[config.mk]
export PLATFORM = sky130hd
export DESIGN_NAME = touch_sleep_debounce_config
export DESIGN_NICKNAME = d
export VERILOG_FILES = /design/src/hw/touch_cfg_pkg.sv /design/src/hw/touch_sleep_debounce_config.sv /design/src/hw/cycle_timer.sv
export SDC_FILE = /design/constraint.sdc
export NUM_CORES = 1
export LEC_CHECK = 0
export BUFFER_PORTS_ARGS = -buffer_cell sky130_fd_sc_hd__buf_2
export CORE_ASPECT_RATIO = 2
export CORE_MARGIN = 2
export CORE_UTILIZATION = 60
export CTS_CLUSTER_SIZE = 24
export DETAILED_ROUTE_END_ITERATION = 8
export PLACE_DENSITY = 0.8
export SKIP_CTS_REPAIR_TIMING = 1
export SLEW_MARGIN = 30
export SYNTH_ARGS = -nofsm -noshare
export SYNTH_HDL_FRONTEND = slang
export SYNTH_SLANG_ARGS = --single-unit
[constraint.sdc]
create_clock -name i_clk -period 20.8 [get_ports i_clk]
set_input_delay 4.16 -clock i_clk [delete_from_list [all_inputs] [get_ports i_clk]]
set_output_delay 4.16 -clock i_clk [all_outputs]
set_load 0.02 [all_outputs]
[src/hw/touch_cfg_pkg.sv]
// Contract
// - idle lasts (count plus one) oscillator periods
// - idle applies while channel inactive, 16 bits
// - all channels inactive during sleep period
// - sleep field is milliseconds asleep between scans
// - low power alternates active scan and sleep
// - first touch after debounce consecutive scan cycles
// - scan cycle is 2 ms per active sensor (code: 2 ms if none active; never ends after a zero-sleep low-power idle)
// - strongest swap after replacement consecutive cycles
// - replacement delay in absolute and relative modes
package touch_cfg_pkg;
	localparam int CLK_HZ = 20000000;
	localparam int OSC_PERIOD_NS = 2000;
	localparam int OSC_CYCLES = (OSC_PERIOD_NS * (CLK_HZ / 1000000) + 999) / 1000;
	localparam int MS_PER_SENSOR = 2;
	localparam int MS_CYCLES_DEFAULT = CLK_HZ / 1000;
	localparam int N_CH = 8;
	// register indices; byte address is four times the index
	localparam logic [9:0] IDX_IDLE = 10'h055;
	localparam logic [9:0] IDX_SLEEP = 10'h056;
	localparam logic [9:0] IDX_QUAL = 10'h057;
	localparam logic [9:0] IDX_CTRL = 10'h058;
	localparam logic [9:0] IDX_STAT = 10'h059;
	localparam logic [9:0] IDX_IRQ = 10'h05A;
	localparam logic [9:0] IDX_MASK = 10'h05B;
	localparam logic [15:0] RST_CFG = 16'h0000;
	localparam int DEB_HI = 15;
	localparam int DEB_LO = 12;
	localparam int REP_HI = 11;
	localparam int REP_LO = 0;
	// control bits
	localparam int CTRL_LOWPWR = 0;
	localparam int CTRL_RELATIVE = 1;
	// irq bits
	localparam int IRQ_FIRST = 0;
	localparam int IRQ_SWAP = 1;
	localparam int IRQ_SCAN = 2;
	typedef enum logic [2:0] {
		ST_SCAN = 3'b001,
		ST_IDLE = 3'b010,
		ST_SLEEP = 3'b100
	} phase_t;
endpackage

[src/hw/touch_sleep_debounce_config.sv]
// The Avalon-MM interface to the registers was left to the implementer.
module touch_sleep_debounce_config #(
	parameter int MS_CYCLES = touch_cfg_pkg::MS_CYCLES_DEFAULT
) (
	input wire logic i_clk,
	input wire logic i_reset,
	input wire logic [11:0] i_address,
	input wire logic i_read,
	input wire logic i_write,
	input wire logic [31:0] i_writedata,
	input wire logic [3:0] i_byteenable,
	output logic [31:0] o_readdata,
	output logic o_waitrequest,
	input wire logic [7:0] i_touch_raw,
	input wire logic [7:0] i_strength_top,
	input wire logic [7:0] i_active_mask,
	output logic [7:0] o_touch_valid,
	output logic [7:0] o_strongest,
	output logic o_scanning,
	output logic o_sleeping,
	output logic o_irq
);
	import touch_cfg_pkg::*;

	////////////////////////////////////////////////////////////////////////
	// pin synchronisers
	// only the second stage is read, so a metastable first stage never reaches logic
	logic [7:0] touch_s1_r, touch_s2_r, top_s1_r, top_s2_r;
	always_ff @(posedge i_clk or posedge i_reset) begin
		if (i_reset) begin
			touch_s1_r <= 8'h00;
			touch_s2_r <= 8'h00;
			top_s1_r <= 8'h00;
			top_s2_r <= 8'h00;
		end else begin
			touch_s1_r <= i_touch_raw;
			touch_s2_r <= touch_s1_r;
			top_s1_r <= i_strength_top;
			top_s2_r <= top_s1_r;
		end
	end

	////////////////////////////////////////////////////////////////////////
	// registers
	logic [15:0] idle_interval_config_r, sleep_period_config_r, touch_qualify_config_r;
	// low-power enable and a relative-mode flag that is only stored
	logic [1:0] ctrl_r;
	logic [2:0] irq_stat_r, irq_mask_r, irq_set;
	logic ack_r;
	logic [9:0] idx;
	logic wr, rd;
	// word index from the byte address; the two low address bits are ignored
	assign idx = i_address[11:2];
	// a write lands on the edge that ends the wait, where the master sees waitrequest low
	assign wr = i_write && ack_r;
	// read data are registered one edge early so they stand when the wait ends
	assign rd = i_read && !ack_r;
	// one wait state: waitrequest drops in the cycle after the request rises
	assign o_waitrequest = (i_read || i_write) && !ack_r;

	// byte-lane merge shared by the three 16-bit fields
	function automatic logic [15:0] merge16(input logic [15:0] old, input logic [31:0] d,
		input logic [3:0] be);
		merge16 = {be[1] ? d[15:8] : old[15:8], be[0] ? d[7:0] : old[7:0]};
	endfunction

	// ack is high for one cycle per request, so every access takes two cycles
	always_ff @(posedge i_clk or posedge i_reset) begin
		if (i_reset) begin
			ack_r <= 1'b0;
		end else begin
			ack_r <= (i_read || i_write) && !ack_r;
		end
	end

	// configuration storage, cleared at reset
	always_ff @(posedge i_clk or posedge i_reset) begin
		if (i_reset) begin
			idle_interval_config_r <= RST_CFG;
			sleep_period_config_r <= RST_CFG;
			touch_qualify_config_r <= RST_CFG;
			ctrl_r <= 2'h0;
			irq_mask_r <= 3'h0;
		end else if (wr) begin
			if (idx == IDX_IDLE) begin
				idle_interval_config_r <= merge16(idle_interval_config_r, i_writedata, i_byteenable);
			end else if (idx == IDX_SLEEP) begin
				sleep_period_config_r <= merge16(sleep_period_config_r, i_writedata, i_byteenable);
			end else if (idx == IDX_QUAL) begin
				touch_qualify_config_r <= merge16(touch_qualify_config_r, i_writedata, i_byteenable);
			end else if (idx == IDX_CTRL && i_byteenable[0]) begin
				ctrl_r <= i_writedata[1:0];
			end else if (idx == IDX_MASK && i_byteenable[0]) begin
				irq_mask_r <= i_writedata[2:0];
			end
		end
	end

	// sticky status: a new event wins over a write-one clear
	always_ff @(posedge i_clk or posedge i_reset) begin
		if (i_reset) begin
			irq_stat_r <= 3'h0;
		end else if (wr && idx == IDX_IRQ && i_byteenable[0]) begin
			irq_stat_r <= (irq_stat_r & ~i_writedata[2:0]) | irq_set;
		end else begin
			irq_stat_r <= irq_stat_r | irq_set;
		end
	end
	assign o_irq = |(irq_stat_r & irq_mask_r);

	////////////////////////////////////////////////////////////////////////
	// phase sequencer and timebases
	phase_t phase_r;
	logic [3:0] n_active;
	logic osc_tick, ms_tick;
	logic [7:0] osc_div_r;
	logic [31:0] ms_div_r;
	logic ms_load, ms_done, osc_load, osc_done, ms_busy, osc_busy;
	logic [31:0] ms_count, osc_count;
	logic scan_end;

	// number of enabled sensors sets the scan length
	function automatic logic [3:0] popcount8(input logic [7:0] v);
		popcount8 = 4'h0;
		for (int i = 0; i < N_CH; i++) begin
			popcount8 = popcount8 + {3'h0, v[i]};
		end
	endfunction
	assign n_active = popcount8(i_active_mask);

	// internal oscillator divider: one tick per 2 us
	// restarting at one on a load keeps the idle exact, since done is registered
	always_ff @(posedge i_clk or posedge i_reset) begin
		if (i_reset) begin
			osc_div_r <= 8'h00;
		end else if (osc_load) begin
			osc_div_r <= 8'h01;
		end else if (osc_div_r == 8'(OSC_CYCLES - 1)) begin
			osc_div_r <= 8'h00;
		end else begin
			osc_div_r <= osc_div_r + 8'h01;
		end
	end
	assign osc_tick = (osc_div_r == 8'(OSC_CYCLES - 1));

	// millisecond divider
	// restarted with each load so scan and sleep last whole milliseconds
	always_ff @(posedge i_clk or posedge i_reset) begin
		if (i_reset) begin
			ms_div_r <= 32'h00000000;
		end else if (ms_load) begin
			ms_div_r <= 32'h00000001;
		end else if (ms_div_r == 32'(MS_CYCLES - 1)) begin
			ms_div_r <= 32'h00000000;
		end else begin
			ms_div_r <= ms_div_r + 32'h00000001;
		end
	end
	assign ms_tick = (ms_div_r == 32'(MS_CYCLES - 1));

	// ms timer serves scan (2 ms per sensor) and sleep; osc timer serves idle
	cycle_timer u_ms_timer (
		.i_clk(i_clk),
		.i_reset(i_reset),
		.i_load(ms_load),
		.i_count(ms_count),
		.i_tick(ms_tick),
		.o_done(ms_done),
		.o_busy(ms_busy)
	);
	cycle_timer u_osc_timer (
		.i_clk(i_clk),
		.i_reset(i_reset),
		.i_load(osc_load),
		.i_count(osc_count),
		.i_tick(osc_tick),
		.o_done(osc_done),
		.o_busy(osc_busy)
	);

	// a scan counts as one sensor (2 ms) even with no sensors; only a scan entered from idle in low power with zero sleep loads zero and never ends
	assign ms_count = (phase_r == ST_IDLE && ctrl_r[CTRL_LOWPWR])
		? {16'h0000, sleep_period_config_r}
		: 32'(MS_PER_SENSOR) * ((n_active == 4'h0) ? 32'h1 : {28'h0, n_active});
	assign osc_count = {16'h0000, idle_interval_config_r} + 32'h00000001;
	assign scan_end = (phase_r == ST_SCAN) && ms_done;

	// a load straight out of reset starts the first scan
	logic started_r;
	assign ms_load = !started_r
		|| (phase_r == ST_IDLE && osc_done)
		|| (phase_r == ST_SLEEP && (ms_done || !ms_busy));
	assign osc_load = scan_end;

	// scan -> idle -> (sleep in low power) -> scan
	always_ff @(posedge i_clk or posedge i_reset) begin
		if (i_reset) begin
			phase_r <= ST_SCAN;
			started_r <= 1'b0;
		end else begin
			started_r <= 1'b1;
			case (phase_r)
				ST_SCAN: begin
					if (scan_end) begin
						phase_r <= ST_IDLE;
					end
				end
				ST_IDLE: begin
					if (osc_done) begin
						// zero sleep time skips straight back to scanning
						if (ctrl_r[CTRL_LOWPWR] && sleep_period_config_r != 16'h0000) begin
							phase_r <= ST_SLEEP;
						end else begin
							phase_r <= ST_SCAN;
						end
					end
				end
				ST_SLEEP: begin
					if (ms_done || !ms_busy) begin
						phase_r <= ST_SCAN;
					end
				end
				default: begin
					phase_r <= ST_SCAN;
				end
			endcase
		end
	end
	// phase flags come straight from the state register
	assign o_scanning = (phase_r == ST_SCAN);
	assign o_sleeping = (phase_r == ST_SLEEP);

	////////////////////////////////////////////////////////////////////////
	// touch qualification, evaluated once per scan cycle
	logic [3:0] deb_cnt_r [N_CH];
	logic [11:0] swap_cnt_r;
	logic [7:0] cand_r;
	logic [7:0] seen;
	logic [3:0] deb_lim;
	logic [11:0] rep_lim;
	logic first_ev, swap_ev;
	// debounce count sits above the replacement count in one register
	assign deb_lim = touch_qualify_config_r[DEB_HI:DEB_LO];
	assign rep_lim = touch_qualify_config_r[REP_HI:REP_LO];
	// sleeping channels read as untouched whatever the pins say
	assign seen = (phase_r == ST_SLEEP) ? 8'h00 : (touch_s2_r & i_active_mask);

	// limit reached: the count so far plus this scan meets the programmed count
	function automatic logic at_limit(input logic [11:0] cnt, input logic [11:0] lim);
		at_limit = (cnt + 12'h001) >= lim;
	endfunction

	always_ff @(posedge i_clk or posedge i_reset) begin
		if (i_reset) begin
			for (int i = 0; i < N_CH; i++) begin
				deb_cnt_r[i] <= 4'h0;
			end
			o_touch_valid <= 8'h00;
		end else if (scan_end) begin
			for (int i = 0; i < N_CH; i++) begin
				if (!seen[i]) begin
					deb_cnt_r[i] <= 4'h0;
					o_touch_valid[i] <= 1'b0;
				end else if (!o_touch_valid[i]) begin
					if (at_limit({8'h00, deb_cnt_r[i]}, {8'h00, deb_lim})) begin
						o_touch_valid[i] <= 1'b1;
					end else begin
						deb_cnt_r[i] <= deb_cnt_r[i] + 4'h1;
					end
				end
			end
		end
	end

	// a challenger must hold the top spot for the replacement count
	// in both absolute and relative modes, which only differ upstream
	always_ff @(posedge i_clk or posedge i_reset) begin
		if (i_reset) begin
			o_strongest <= 8'h00;
			cand_r <= 8'h00;
			swap_cnt_r <= 12'h000;
		end else if (scan_end) begin
			if ((top_s2_r & seen) == 8'h00) begin
				o_strongest <= 8'h00;
				cand_r <= 8'h00;
				swap_cnt_r <= 12'h000;
			end else if (o_strongest == 8'h00 || (top_s2_r & seen) == o_strongest) begin
				o_strongest <= top_s2_r & seen;
				swap_cnt_r <= 12'h000;
			end else if ((top_s2_r & seen) != cand_r) begin
				cand_r <= top_s2_r & seen;
				swap_cnt_r <= 12'h001;
				if (rep_lim <= 12'h001) begin
					o_strongest <= top_s2_r & seen;
				end
			end else if (at_limit(swap_cnt_r, rep_lim)) begin
				o_strongest <= cand_r;
				swap_cnt_r <= 12'h000;
			end else begin
				swap_cnt_r <= swap_cnt_r + 12'h001;
			end
		end
	end

	// event strobes into the sticky status
	logic [7:0] valid_d_r, strong_d_r;
	always_ff @(posedge i_clk or posedge i_reset) begin
		if (i_reset) begin
			valid_d_r <= 8'h00;
			strong_d_r <= 8'h00;
		end else begin
			valid_d_r <= o_touch_valid;
			strong_d_r <= o_strongest;
		end
	end
	// first touch: nothing valid a cycle before; swap: one owner replaced by another
	assign first_ev = (valid_d_r == 8'h00) && (o_touch_valid != 8'h00);
	assign swap_ev = (strong_d_r != 8'h00) && (o_strongest != 8'h00) && (strong_d_r != o_strongest);
	assign irq_set = {scan_end, swap_ev, first_ev};

	////////////////////////////////////////////////////////////////////////
	// read data, registered one edge before the answering edge
	always_ff @(posedge i_clk or posedge i_reset) begin
		if (i_reset) begin
			o_readdata <= 32'h00000000;
		end else if (rd) begin
			if (idx == IDX_IDLE) begin
				o_readdata <= {16'h0000, idle_interval_config_r};
			end else if (idx == IDX_SLEEP) begin
				o_readdata <= {16'h0000, sleep_period_config_r};
			end else if (idx == IDX_QUAL) begin
				o_readdata <= {16'h0000, touch_qualify_config_r};
			end else if (idx == IDX_CTRL) begin
				o_readdata <= {30'h0, ctrl_r};
			end else if (idx == IDX_STAT) begin
				o_readdata <= {13'h0, phase_r, o_strongest, o_touch_valid};
			end else if (idx == IDX_IRQ) begin
				o_readdata <= {29'h0, irq_stat_r};
			end else if (idx == IDX_MASK) begin
				o_readdata <= {29'h0, irq_mask_r};
			end else begin
				o_readdata <= 32'h00000000; // unmapped reads zero
			end
		end
	end
endmodule // touch_sleep_debounce_config

[src/hw/cycle_timer.sv]
// down counter; o_done pulses when a loaded count of enable ticks expires
module cycle_timer (
	input wire logic i_clk,
	input wire logic i_reset,
	input wire logic i_load,
	input wire logic [31:0] i_count,
	input wire logic i_tick,
	output logic o_done,
	output logic o_busy
);
	logic [31:0] cnt_r;
	// load wins over counting so a restart never leaks a stale done
	always_ff @(posedge i_clk or posedge i_reset) begin
		if (i_reset) begin
			cnt_r <= 32'h00000000;
			o_done <= 1'b0;
		end else if (i_load) begin
			cnt_r <= i_count;
			o_done <= 1'b0;
		end else begin
			o_done <= 1'b0;
			if (i_tick && cnt_r != 32'h00000000) begin
				cnt_r <= cnt_r - 32'h00000001;
				if (cnt_r == 32'h00000001) begin
					o_done <= 1'b1;
				end
			end
		end
	end
	assign o_busy = (cnt_r != 32'h00000000);
endmodule // cycle_timer

== After elaboration in Yosys (flattened, before gate mapping) ==
Index checks and enable logic that the tools add are counted.
Storage, ports and cells
  output and inout bits: 52
  bits in registers: 315
  logic and storage cells: 274
Operators by class
  magnitude comparators: 10
  muxes and demuxes: 90
  equality and inequality tests: 38
  reductions and logical operators: 59
  $add $sub $neg: 29
  bitwise gates (word level): 11
Operators with widths (number)
  two-way mux 32 bit: 6
  two-way mux 4 bit: 25
  two-way mux 19 bit: 5
  two-way mux 8 bit: 11
  equality test 10 x 7 -> 1 bit, second input constant: 7
  equality test 32 x 1 -> 1 bit, second input constant: 2
  nonzero test 32 bit: 2
  subtractor 32 x 1 -> 32 bit, second input constant: 2
  two-way mux 12 bit: 4
  adder 4 x 1 -> 5 bit, second input constant: 8
  greater-or-equal comparator 5 x 4 -> 1 bit: 8
  AND reduction 3 bit: 13
  inequality test 2 bit, second input constant: 17
  adder 32 x 1 -> 32 bit, second input constant: 1
  adder 4 x 1 -> 4 bit, second input constant: 8
  equality test 32 x 15 -> 1 bit, second input constant: 1
  two-way mux 1 bit: 30
  zero test 8 bit: 3
  nonzero test 8 bit: 3
  two-way mux 3 bit: 7
  adder 16 x 1 -> 17 bit, second input constant: 1
  logical AND 1 bit: 17
  adder 4 x 1 -> 4 bit: 4
  bitwise AND 8 bit: 2
  31 further kinds: 50

== Logic depth before layout (Yosys ltp) ==
Gate-level depths: netlist of the first run.
  word-level depth: 11
  gate-level depth with buffers: 16
  depth with buffers taken out: 15

== Hierarchy ==
From an unflattened synthesis of the first run, not the netlist that was laid out.
Unflattened totals
  cell total of the unflattened synthesis: 1674
  area, all modules: 16263.1 µm²
Modules (own cells, without submodules)
  touch_sleep_debounce_config: cells each 1192, sequential area each 5906.9 µm², instances 1, area each 12129.1 µm²
  cycle_timer: cells each 241, sequential area each 825.8 µm², instances 2, area each 2067.0 µm²

== Worst setup path before layout of the first run ==
OpenSTA, ideal clock, no wires.
  path type: input -> output
  from: input i_write
  to: output o_waitrequest
  setup slack: 12150 ps
  buffers on the path: 0
  stages: 2
  arrival: 4490 ps
  required time: 16640 ps
  cell sequence: nor2_1 > nor2_1
Between the ends
  word-level cells in the longest chain between the ends: 2
RTL lines
  start: declaration: RTL line touch_sleep_debounce_config.sv:9  | input wire logic i_write,
  logical OR 1 bit: RTL line touch_sleep_debounce_config.sv:59  | assign o_waitrequest = (i_read || i_write) && !ack_r;
  logical AND 1 bit: RTL line touch_sleep_debounce_config.sv:59
  end: declaration: RTL line touch_sleep_debounce_config.sv:13  | output logic o_waitrequest,
Every way passes these cells.

== Worst setup path in the final report of the first run ==
Same ends and word-level chain as after synthesis.

==> results.toml, run 1 <==
[setup_path]
slowest_stage = "nor2_1"
cp_cell_sequence = "buf_2, nor2_1, nor2_1, buf_2"
critical_path_arrival_ns = 4.78
start_kind = "input port"
cp-end-kind = "primary output"
crit_required_ns = 16.64
cp_max_fo = 3
reg2reg_slack_ns = 17.00
crit_type = "in2out"
crit_path_max_incr_delay_ns = 0.24
cpLargestDelayFamily = "buffers and inverters"
crit_buf_inv = 2

[yosys]
yosysWarnings = 0
synth_flop_cell = "dfrtp_1"
yosysTopAreaCell = "dfrtp_1"
synth_top_area_share_pct = 48.2
avgSynthCellArea_sq_um = 10.2
synth_edf_count = 0
ys_types = 71
async_flop_share_pct = 100
ys_ff_latch = 302
synth.area.top_cells = "dfrtp_1 (48%), ha_1 (5.1%), xnor2_1 (3.9%)"
netlist_area_sq_um = 15600
synthCells = 1536
ys_seq_area_share_pct = 48.3

[final_layout]
drive_above_1_share_pct = 15.3
num_antenna_cells = 0
nFillCells = 1981
final_nets = 1767
area_growth_pct = 10.7

[floorplanning]
die_w_um = 118
initial_core_util_pct = 61.0
die-height_um = 232
design.portCount = 128
die_area_sq_um = 27400
num_rows = 83
core_area_sq_um = 25700

[detailed_routing]
postRouteAntennaNets = 0
drc_errors = 0
avgViaCountPerCell = 6.20
drt_iter0_markers = 820
first_pass_iters = 6
via_count = 12300
wirelength_mm = 39.0
detail_route.wl_per_cell_um = 19.7

[sta]
min_period_ns = 8.94
slew_headroom_pct = 37.8
setup_viol_count_final = 0
min_period_over_period_pct = 43.0
finClkSkew_ns = 0.0216
rsz0062_at_grt = "no"
fmax_mhz = 112
finalSetupTns_ns = 0
worst_pin_slew_ns = 0.925
finalHoldViolations = 0
report.final.slew_viol_count = 0

[cts]
numCtsBuffers = 27
clock_path_buffers = 3
clk_latency_ns = 0.57
htreeDepth = 1
tritoncts = "done"
cts_root_buf = "clkbuf_16"
clock-sinks = 302
path_clk_slew_ns = 0.06

[grt]
grt_pass1_vias = 12600
grt_max_degree = 134
grt.overflow.total = 0
grt_pass1_wl_mm = 63.5
antenna_found_initial = 0
grt_usage_pct = 28.8

[place]
gp_congestion = 0.914
dpl.hpwl_mm = 28.6
port_buffers = 94

[power_and_ir_drop]
p_sw_mw = 0.302
p_clk_share_pct = 41.6
sequentialPowerShare_pct = 50.6
p_leak_nw = 7.98
finalPower_mw = 1.21
power.density_nw_per_um2 = 69.7
peakVddDrop_uv = 78.2
switching_share_pct = 25.0
power_frac_comb_pct = 7.8
p_int_mw = 0.905

[job]
max-cap-violations = 0

[outcome]
status = "finished, final reports clean"

[min_path]
hold_class = "reg2reg"
==> cells in the mapped netlist (44+ instances only) <==
cell / number
mux2_2: 52
xnor2_1: 69
nand3_1: 70
nand4_1: 44
nor2_1: 138
nand2_1: 95
xor2_1: 65
nor4_1: 45
ha_1: 64
o21ai_0: 92
dfrtp_1: 301
a21oi_1: 44
inv_1: 50
==> area by class of cell <==
type                    instances  area (sq um)  share of cell area (%)
clock buffers                  38           787                    4.55
repair buffers                105           561                    3.24
well taps                     340           425                    2.46
multi-input cells            1135          7680                    44.4
clock inverters                11          92.6                   0.535
inverters                      52           208                    1.20
flip-flops and latches        302          7560                    43.7
==> stage by stage <==
stage	utilization, %	area [sq um]	setup slack (ns)	cells	hold WS [ns]
after detailed placement	64.0	16400	11.88	1934	0.336
after floorplan	-	15700	8.30	1548	0.331
after global routing	67.5	17300	11.85	1983	0.357
final	67.5	17300	11.86	1983	0.345
after CTS	67.5	17300	11.88	1983	0.349
after global placement	63.9	16400	11.89	1934	0.332
==> power groups by stage <==
stage | combinational [mW] | clock (mW) | sequential (mW)
after floorplan | 0.0555 | 0 | 0.625
after global placement | 0.0885 | 0 | 0.620
after detailed placement | 0.0937 | 0 | 0.621
after CTS | 0.0948 | 0.510 | 0.610
after global routing | 0.104 | 0.531 | 0.611
final | 0.0942 | 0.503 | 0.610
==> cells in the final DEF, fill, tap and decap left out, types with 27 or more instances in the layout <==
cell type    n
nand4_1     44
or3_1       38
clkbuf_16   27
mux2_2      52
nor2_1     138
xnor2_1     69
o21ai_0     92
dfrtp_1    301
a22oi_1     31
nor3_1      32
ha_1        64
nand3_1     70
xor2_1      65
buf_2       94
a21oi_1     44
inv_1       49
nor4_1      45
nand2_1     95
==> sequential cells by signal, indices dropped and copies added, names as in the netlist, 12 cells and up <==
| register | flops |
|---|---|
| deb_cnt_r | 32 |
| idle_interval_config_r | 16 |
| ms_div_r | 32 |
| o_readdata | 19 |
| sleep_period_config_r | 16 |
| swap_cnt_r | 12 |
| touch_qualify_config_r | 16 |
| u_ms_timer.cnt_r | 32 |
| u_osc_timer.cnt_r | 32 |
==> worst reg2reg max path, cell delays in order, from the launching register on <==
cell	delay (ns)
dfrtp_1	0.46
or3_2	0.77
inv_2	0.57
or3_1	0.21
nand4_1	0.18
nor4_4	0.40
or4b_4	0.63
nor2_1	0.31
a22o_1	0.20
==> cells by family (layout without fill, tap and decap cells) <==
| logic type | after synthesis | count (layout) | share of synthesized area [%] |
|---|---|---|---|
| xor+xnor | 134 | 134 | 7.51 |
| other cells | 2 | 14 | 0.0480 |
| compound gates | 289 | 289 | 12.1 |
| buf+inv | 111 | 206 | 3.19 |
| fa+ha+maj | 68 | 68 | 5.63 |
| flops | 302 | 302 | 48.3 |
| mux | 60 | 60 | 4.26 |
| simple gates | 570 | 570 | 19.0 |
==> path summary, 6_finish.rpt <==
| check | from | endpoint | cells past startpoint |
|---|---|---|---|
| setup reg to reg | phase_r[1]$_DFFE_PP0P_ | swap_cnt_r[9]$_DFFE_PP0P_ | 8 |
| max in group asynchronous | i_reset | osc_div_r[4]$_DFF_PP0_ | 3 |
| hold / removal | touch_s1_r[4]$_DFF_PP0_ | touch_s2_r[4]$_DFF_PP0_ | 0 |
| setup / recovery | i_write | o_waitrequest | 4 |
| hold reg to reg | touch_s1_r[4]$_DFF_PP0_ | touch_s2_r[4]$_DFF_PP0_ | 0 |
| min in group asynchronous | i_reset | deb_cnt_r[7]$_DFFE_PP0P_ | 2 |
==> metal layers <==
| metal | part of all wire, % | global-route usage [%] | vias up |
|---|---|---|---|
| li1 | - | - | 5675 |
| met1 | 35 | 30.3 | 6067 |
| met2 | 53 | 52.3 | 393 |
| met3 | 4.5 | 4.03 | 150 |
| met4 | 7.6 | 20.3 | 0 |
| met5 | 0 | 0 | - |
Note: power is estimated with default switching activity, not from simulation.
==> run 2: changes to the inputs <==
--- a/config.mk
+++ b/config.mk
@@ -8,10 +8,10 @@
 export BUFFER_PORTS_ARGS = -buffer_cell sky130_fd_sc_hd__buf_2
 export CORE_ASPECT_RATIO = 2
 export CORE_MARGIN = 2
-export CORE_UTILIZATION = 60
+export CORE_UTILIZATION = 55
 export CTS_CLUSTER_SIZE = 24
 export DETAILED_ROUTE_END_ITERATION = 8
-export PLACE_DENSITY = 0.8
+export PLACE_DENSITY = 0.77
 export SKIP_CTS_REPAIR_TIMING = 1
 export SLEW_MARGIN = 30
 export SYNTH_ARGS = -nofsm -noshare
==> constraint.sdc (replaced) <==
create_clock -name i_clk -period 7.85 [get_ports i_clk]
set_input_delay 1.57 -clock i_clk [delete_from_list [all_inputs] [get_ports i_clk]]
set_output_delay 1.57 -clock i_clk [all_outputs]
set_load 0.02 [all_outputs]
==> results.toml, run 2 (synthesized netlist as in run 1, its figures left out) <==
[place]
port_buffers = 94
dpl.hpwl_mm = 29.2
dp.cells = 1955
dp_slack_ns = 3.11
gp_congestion = 0.879

[detailed_routing]
drc_errors = 0
first_pass_iters = 5
via_count = 12300
detail_route.wl_per_cell_um = 19.8
drt_iter0_markers = 607
wirelength_mm = 39.8
postRouteAntennaNets = 0
avgViaCountPerCell = 6.11

[setup_path]
r2r_cells = 8
critical_path_arrival_ns = 2.65
start_kind = "flip-flop"
slowest_stage = "or3_2"
cp_max_fo = 47
crit_type = "reg2out"
cp-end-kind = "primary output"
crit_required_ns = 6.28
cp_cell_sequence = "or3_2, inv_2, buf_2"
crit_path_max_incr_delay_ns = 0.77

[floorplanning]
die_area_sq_um = 29900
num_rows = 87
die-height_um = 242
die_w_um = 123
design.portCount = 128
initial_core_util_pct = 55.7
core_area_sq_um = 28100

[final_layout]
seq_area_sq_um = 7560
multi_input_area_sq_um = 7660
drive_above_1_share_pct = 15.9
final_nets = 1773
fin_cells = 2007
layout_commonest_cell = "dfrtp_1"
nFillCells = 2277
area_growth_pct = 12.7
num_antenna_cells = 0
final_cell_mix = "dfrtp_1 (301), nor2_1 (138), nand2_1 (95)"

[sta]
fin_ws_ns = 3.63
min_period_over_period_pct = 53.8
hold_ws_ns = 0.346
finalSetupTns_ns = 0
finalHoldViolations = 0
min_period_ns = 4.22
setup_viol_count_final = 0
rsz0062_at_grt = "no"
fmax_mhz = 237
report.final.slew_viol_count = 0
worst_pin_slew_ns = 0.982
slew_headroom_pct = 34.0
finClkSkew_ns = 0.00979

[grt]
use_met1_pct = 28.6
grt_pass1_wl_mm = 64.9
grt_pass1_vias = 13000
gr-usage-met2_pct = 49.1
grt_max_degree = 134
grt.overflow.total = 0
grt_usage_pct = 27.4
top_usage_layer = "met2"
grt_util_met3_pct = 3.58
antenna_found_initial = 0

[power_and_ir_drop]
finalPower_mw = 3.51
power.density_nw_per_um2 = 199
peakVddDrop_uv = 177
p_leak_nw = 8.12

[cts]
htreeDepth = 1
clock-sinks = 302
tritoncts = "done"
clk_latency_ns = 0.57
path_clk_slew_ns = 0.07
clock_path_buffers = 3
cts_root_buf = "clkbuf_16"
numCtsBuffers = 28

[outcome]
status = "finished, final reports clean"

[min_path]
min_path_cells = 0
hold_class = "reg2reg"

[job]
max-cap-violations = 0
run 2: cell types whose count changed in the layout (fill, tap and decap cells not counted), moves of 3 or more:
cell / change
bufinv_16: +8
buf_4: +4
clkbuf_8: -3
clkinv_2: -3
run 2: routing by layer:
metal	vias to the layer above	wire length [um]
li1	5693	-
met1	6039	13900
met2	357	21000
met3	173	1660
met4	0	3210
met5	-	0
run 2: metrics by stage:
stage          util [%]  cell area [sq um]
6_report           62.8              17600
5_1_grt            62.8              17600
4_1_cts            62.8              17600
3_5_place_dp       58.8              16500
3_3_place_gp       58.5              16400
2_1_floorplan         -              15700
run 2: final cells by class:
cell class / count / area share [%]
clock buffers: 35 / 4.47
inverters: 52 / 1.13
well taps: 356 / 2.53
clock inverters: 17 / 1.90
multi-input cells: 1135 / 43.5
repair buffers: 110 / 3.61
flip-flops and latches: 302 / 42.9
run 2: worst paths after layout:
| kind | end | slack (ns) | startpoint |
|---|---|---|---|
| max in group asynchronous | top_s1_r[5]$_DFF_PP0_ | 5.70 | i_reset |
| max reg2reg | swap_cnt_r[7]$_DFFE_PP0P_ | 4.04 | phase_r[1]$_DFFE_PP0P_ |
| min reg2reg | top_s2_r[5]$_DFF_PP0_ | 0.35 | top_s1_r[5]$_DFF_PP0_ |
| max | o_sleeping | 3.63 | phase_r[1]$_DFFE_PP0P_ |
| min | top_s2_r[5]$_DFF_PP0_ | 0.35 | top_s1_r[5]$_DFF_PP0_ |
| min in group asynchronous | u_osc_timer.cnt_r[27]$_DFFE_PP0P_ | 0.89 | i_reset |
run 2: critical path, delay by kind of cell (launching register included):
kind,cells,cell delay [ns]
buffers and inverters,2,0.82
AND/OR/NAND/NOR,1,0.77
flip-flops,1,0.47
run 2: report_power, final:
| group | leakage [nW] | internal [mW] | switching (mW) | total (mW) |
|---|---|---|---|---|
| registers | 4.05 | 1.59 | 0.0277 | 1.62 |
| logic | 3.53 | 0.0787 | 0.171 | 0.249 |
| clock network | 0.543 | 1.01 | 0.630 | 1.64 |
| total | 8.12 | 2.68 | 0.828 | 3.51 |
==> run 3: changes to the inputs <==
--- a/config.mk
+++ b/config.mk
@@ -5,6 +5,7 @@
 export SDC_FILE = /design/constraint.sdc
 export NUM_CORES = 1
 export LEC_CHECK = 0
+export ABC_AREA = 1
 export BUFFER_PORTS_ARGS = -buffer_cell sky130_fd_sc_hd__buf_2
 export CORE_ASPECT_RATIO = 2
 export CORE_MARGIN = 2
==> constraint.sdc (replaced) <==
create_clock -name i_clk -period 3.7 [get_ports i_clk]
set_input_delay 0.74 -clock i_clk [delete_from_list [all_inputs] [get_ports i_clk]]
set_output_delay 0.74 -clock i_clk [all_outputs]
set_load 0.02 [all_outputs]
==> results.toml, run 3 <==
[yosys]
avgSynthCellArea_sq_um = 7.76
synth.most_common_cell = "nand2_1"
synthTopCellsByCount = "nand2_1 (493), dfrtp_1 (301), inv_1 (297)"
synth_flop_cell = "dfrtp_1"
ys_seq_area_share_pct = 43.6
async_flop_share_pct = 100
synth.area.top_cells = "dfrtp_1 (43%), nand2_1 (11%), inv_1 (6.4%)"
ys_ff_latch = 302
synth_edf_count = 0
synthCells = 2231
yosysTopAreaCell = "dfrtp_1"
synth_top_area_share_pct = 43.5
yosysWarnings = 0
netlist_area_sq_um = 17300
ys_types = 54

[floorplanning]
die-height_um = 255
core_area_sq_um = 31000
design.portCount = 128
die_w_um = 129
die_area_sq_um = 33000
initial_core_util_pct = 55.9
num_rows = 91

[cts]
numCtsBuffers = 29
cts_root_buf = "clkbuf_16"
htreeDepth = 1
clk_latency_ns = 0.57
clock-sinks = 302
tritoncts = "done"
clock_path_buffers = 3
path_clk_slew_ns = 0.07

[outcome]
status = "finished, final reports clean"

[final_layout]
layout_commonest_cell = "nand2_1"
drive_above_1_share_pct = 10.1
fin_area_sq_um = 19200
final_nets = 2470
num_antenna_cells = 0
area_growth_pct = 10.7
final_cell_mix = "nand2_1 (492), dfrtp_1 (301), inv_1 (295)"

[place]
placed_area_sq_um = 18200
dpl.hpwl_mm = 36.2
gp_congestion = 0.961
port_buffers = 94
dp_slack_ns = -0.110

[detailed_routing]
wirelength_mm = 47.4
avgViaCountPerCell = 5.54
detail_route.wl_per_cell_um = 17.1
drc_errors = 0
postRouteAntennaNets = 0
drt_iter0_markers = 913
first_pass_iters = 7
via_count = 15300

[sta]
setup_viol_count_final = 0
rsz0062_at_grt = "no"
report.final.slew_viol_count = 0
hold_ws_ns = 0.131
min_period_ns = 3.22
fmax_mhz = 310
min_period_over_period_pct = 87.1
finalHoldViolations = 0
slew_headroom_pct = 49.0
worst_pin_slew_ns = 0.758
finClkSkew_ns = 0.0161
finalSetupTns_ns = 0
fin_ws_ns = 0.476

[setup_path]
critical_path_arrival_ns = 3.67
cp_max_fo = 2
cp-end-kind = "flip-flop"
crit_type = "in2reg"
cp_cell_sequence = "buf_2, inv_1, fa_1, fa_1, fa_1, inv_1, ha_1, fa_1, xor2_1, nor3_1, nor3_1, o21ai_1, nand3_1, o21ai_1"
crit_path_max_incr_delay_ns = 0.55
crit_required_ns = 4.14
cp_common_cell = "fa_1"
slowest_stage = "fa_1"
start_kind = "input port"

[job]
max-cap-violations = 0

[grt]
antenna_found_initial = 0
grt_pass1_vias = 15500
grt_usage_pct = 29.3
grt.overflow.total = 0
grt_pass1_wl_mm = 76.1
grt_max_degree = 68

[power_and_ir_drop]
p_leak_nw = 9.81
peakVddDrop_uv = 377
power.density_nw_per_um2 = 363

[min_path]
hold_class = "in2async"
run 3: final cells by class:
cell class / instances / area [sq um]
inverter: 311 / 1170
timing repair buffer: 112 / 668
tap: 418 / 523
clock buffer: 35 / 798
multi-input combinational: 1570 / 8280
sequential: 302 / 7560
fill: 2728 / 11800
clock inverter: 17 / 163
run 3: worst max-delay path, delay by kind of cell:
kind | cells | cell delay (ns)
AO/OA/AOI/OAI | 2 | 0.16
adder cells (fa/ha/maj) | 5 | 2.06
XOR/XNOR | 1 | 0.21
buffers and inverters | 3 | 0.18
AND/OR/NAND/NOR | 3 | 0.31
run 3: per-layer routing:
metal / vias up / track usage, % / part of all wire [%]
met1: 7231 / 28.3 / 34
li1: 7403 / - / -
met2: 476 / 55.6 / 54
met3: 204 / 3.47 / 4.2
met5: - / 0 / 0
met4: 0 / 21.4 / 8.2
run 3: final timing paths:
path	from	endpoint	slack, ns	depth (start not counted)
max in group asynchronous	i_reset	cand_r[2]$_DFFE_PP0P_	2.70	4
hold reg to reg	touch_s1_r[3]$_DFF_PP0_	touch_s2_r[3]$_DFF_PP0_	0.35	0
setup reg to reg	swap_cnt_r[0]$_DFFE_PP0P_	swap_cnt_r[11]$_DFFE_PP0P_	0.53	13
setup / recovery	i_active_mask[0]	u_ms_timer.cnt_r[1]$_DFFE_PP0P_	0.48	14
min in group i_clk	i_touch_raw[0]	touch_s1_r[0]$_DFF_PP0_	0.28	1
hold / removal	i_reset	osc_div_r[3]$_DFF_PP0_	0.13	2
run 3: kinds of logic (layout without fill, tap and decap cells):
| logic type | Yosys count | count (layout) | share of synthesized area (%) |
|---|---|---|---|
| adder cells (fa/ha/maj) | 68 | 68 | 5.09 |
| AND/OR/NAND/NOR | 1088 | 1088 | 27.9 |
| XOR/XNOR | 93 | 93 | 4.70 |
| flip-flops | 302 | 302 | 43.6 |
| multiplexers | 4 | 4 | 0.231 |
| other | 2 | 14 | 0.0434 |
| AO/OA/AOI/OAI | 303 | 303 | 9.60 |
| buffers and inverters | 371 | 475 | 8.80 |
run 3: where the power goes:
group,switching [mW],total (mW),internal (mW)
logic,0.374,0.544,0.170
clock network,1.35,3.03,1.68
registers,0.0404,3.39,3.35
run 3: metrics by stage:
step	utilization [%]	cells	power, mW
5_1_grt	61.9	2765	7.22
4_1_cts	61.8	2764	7.00
2_1_floorplan	-	2243	3.82
3_3_place_gp	58.7	2712	3.98
3_5_place_dp	58.7	2712	3.99
6_report	61.9	2765	6.97
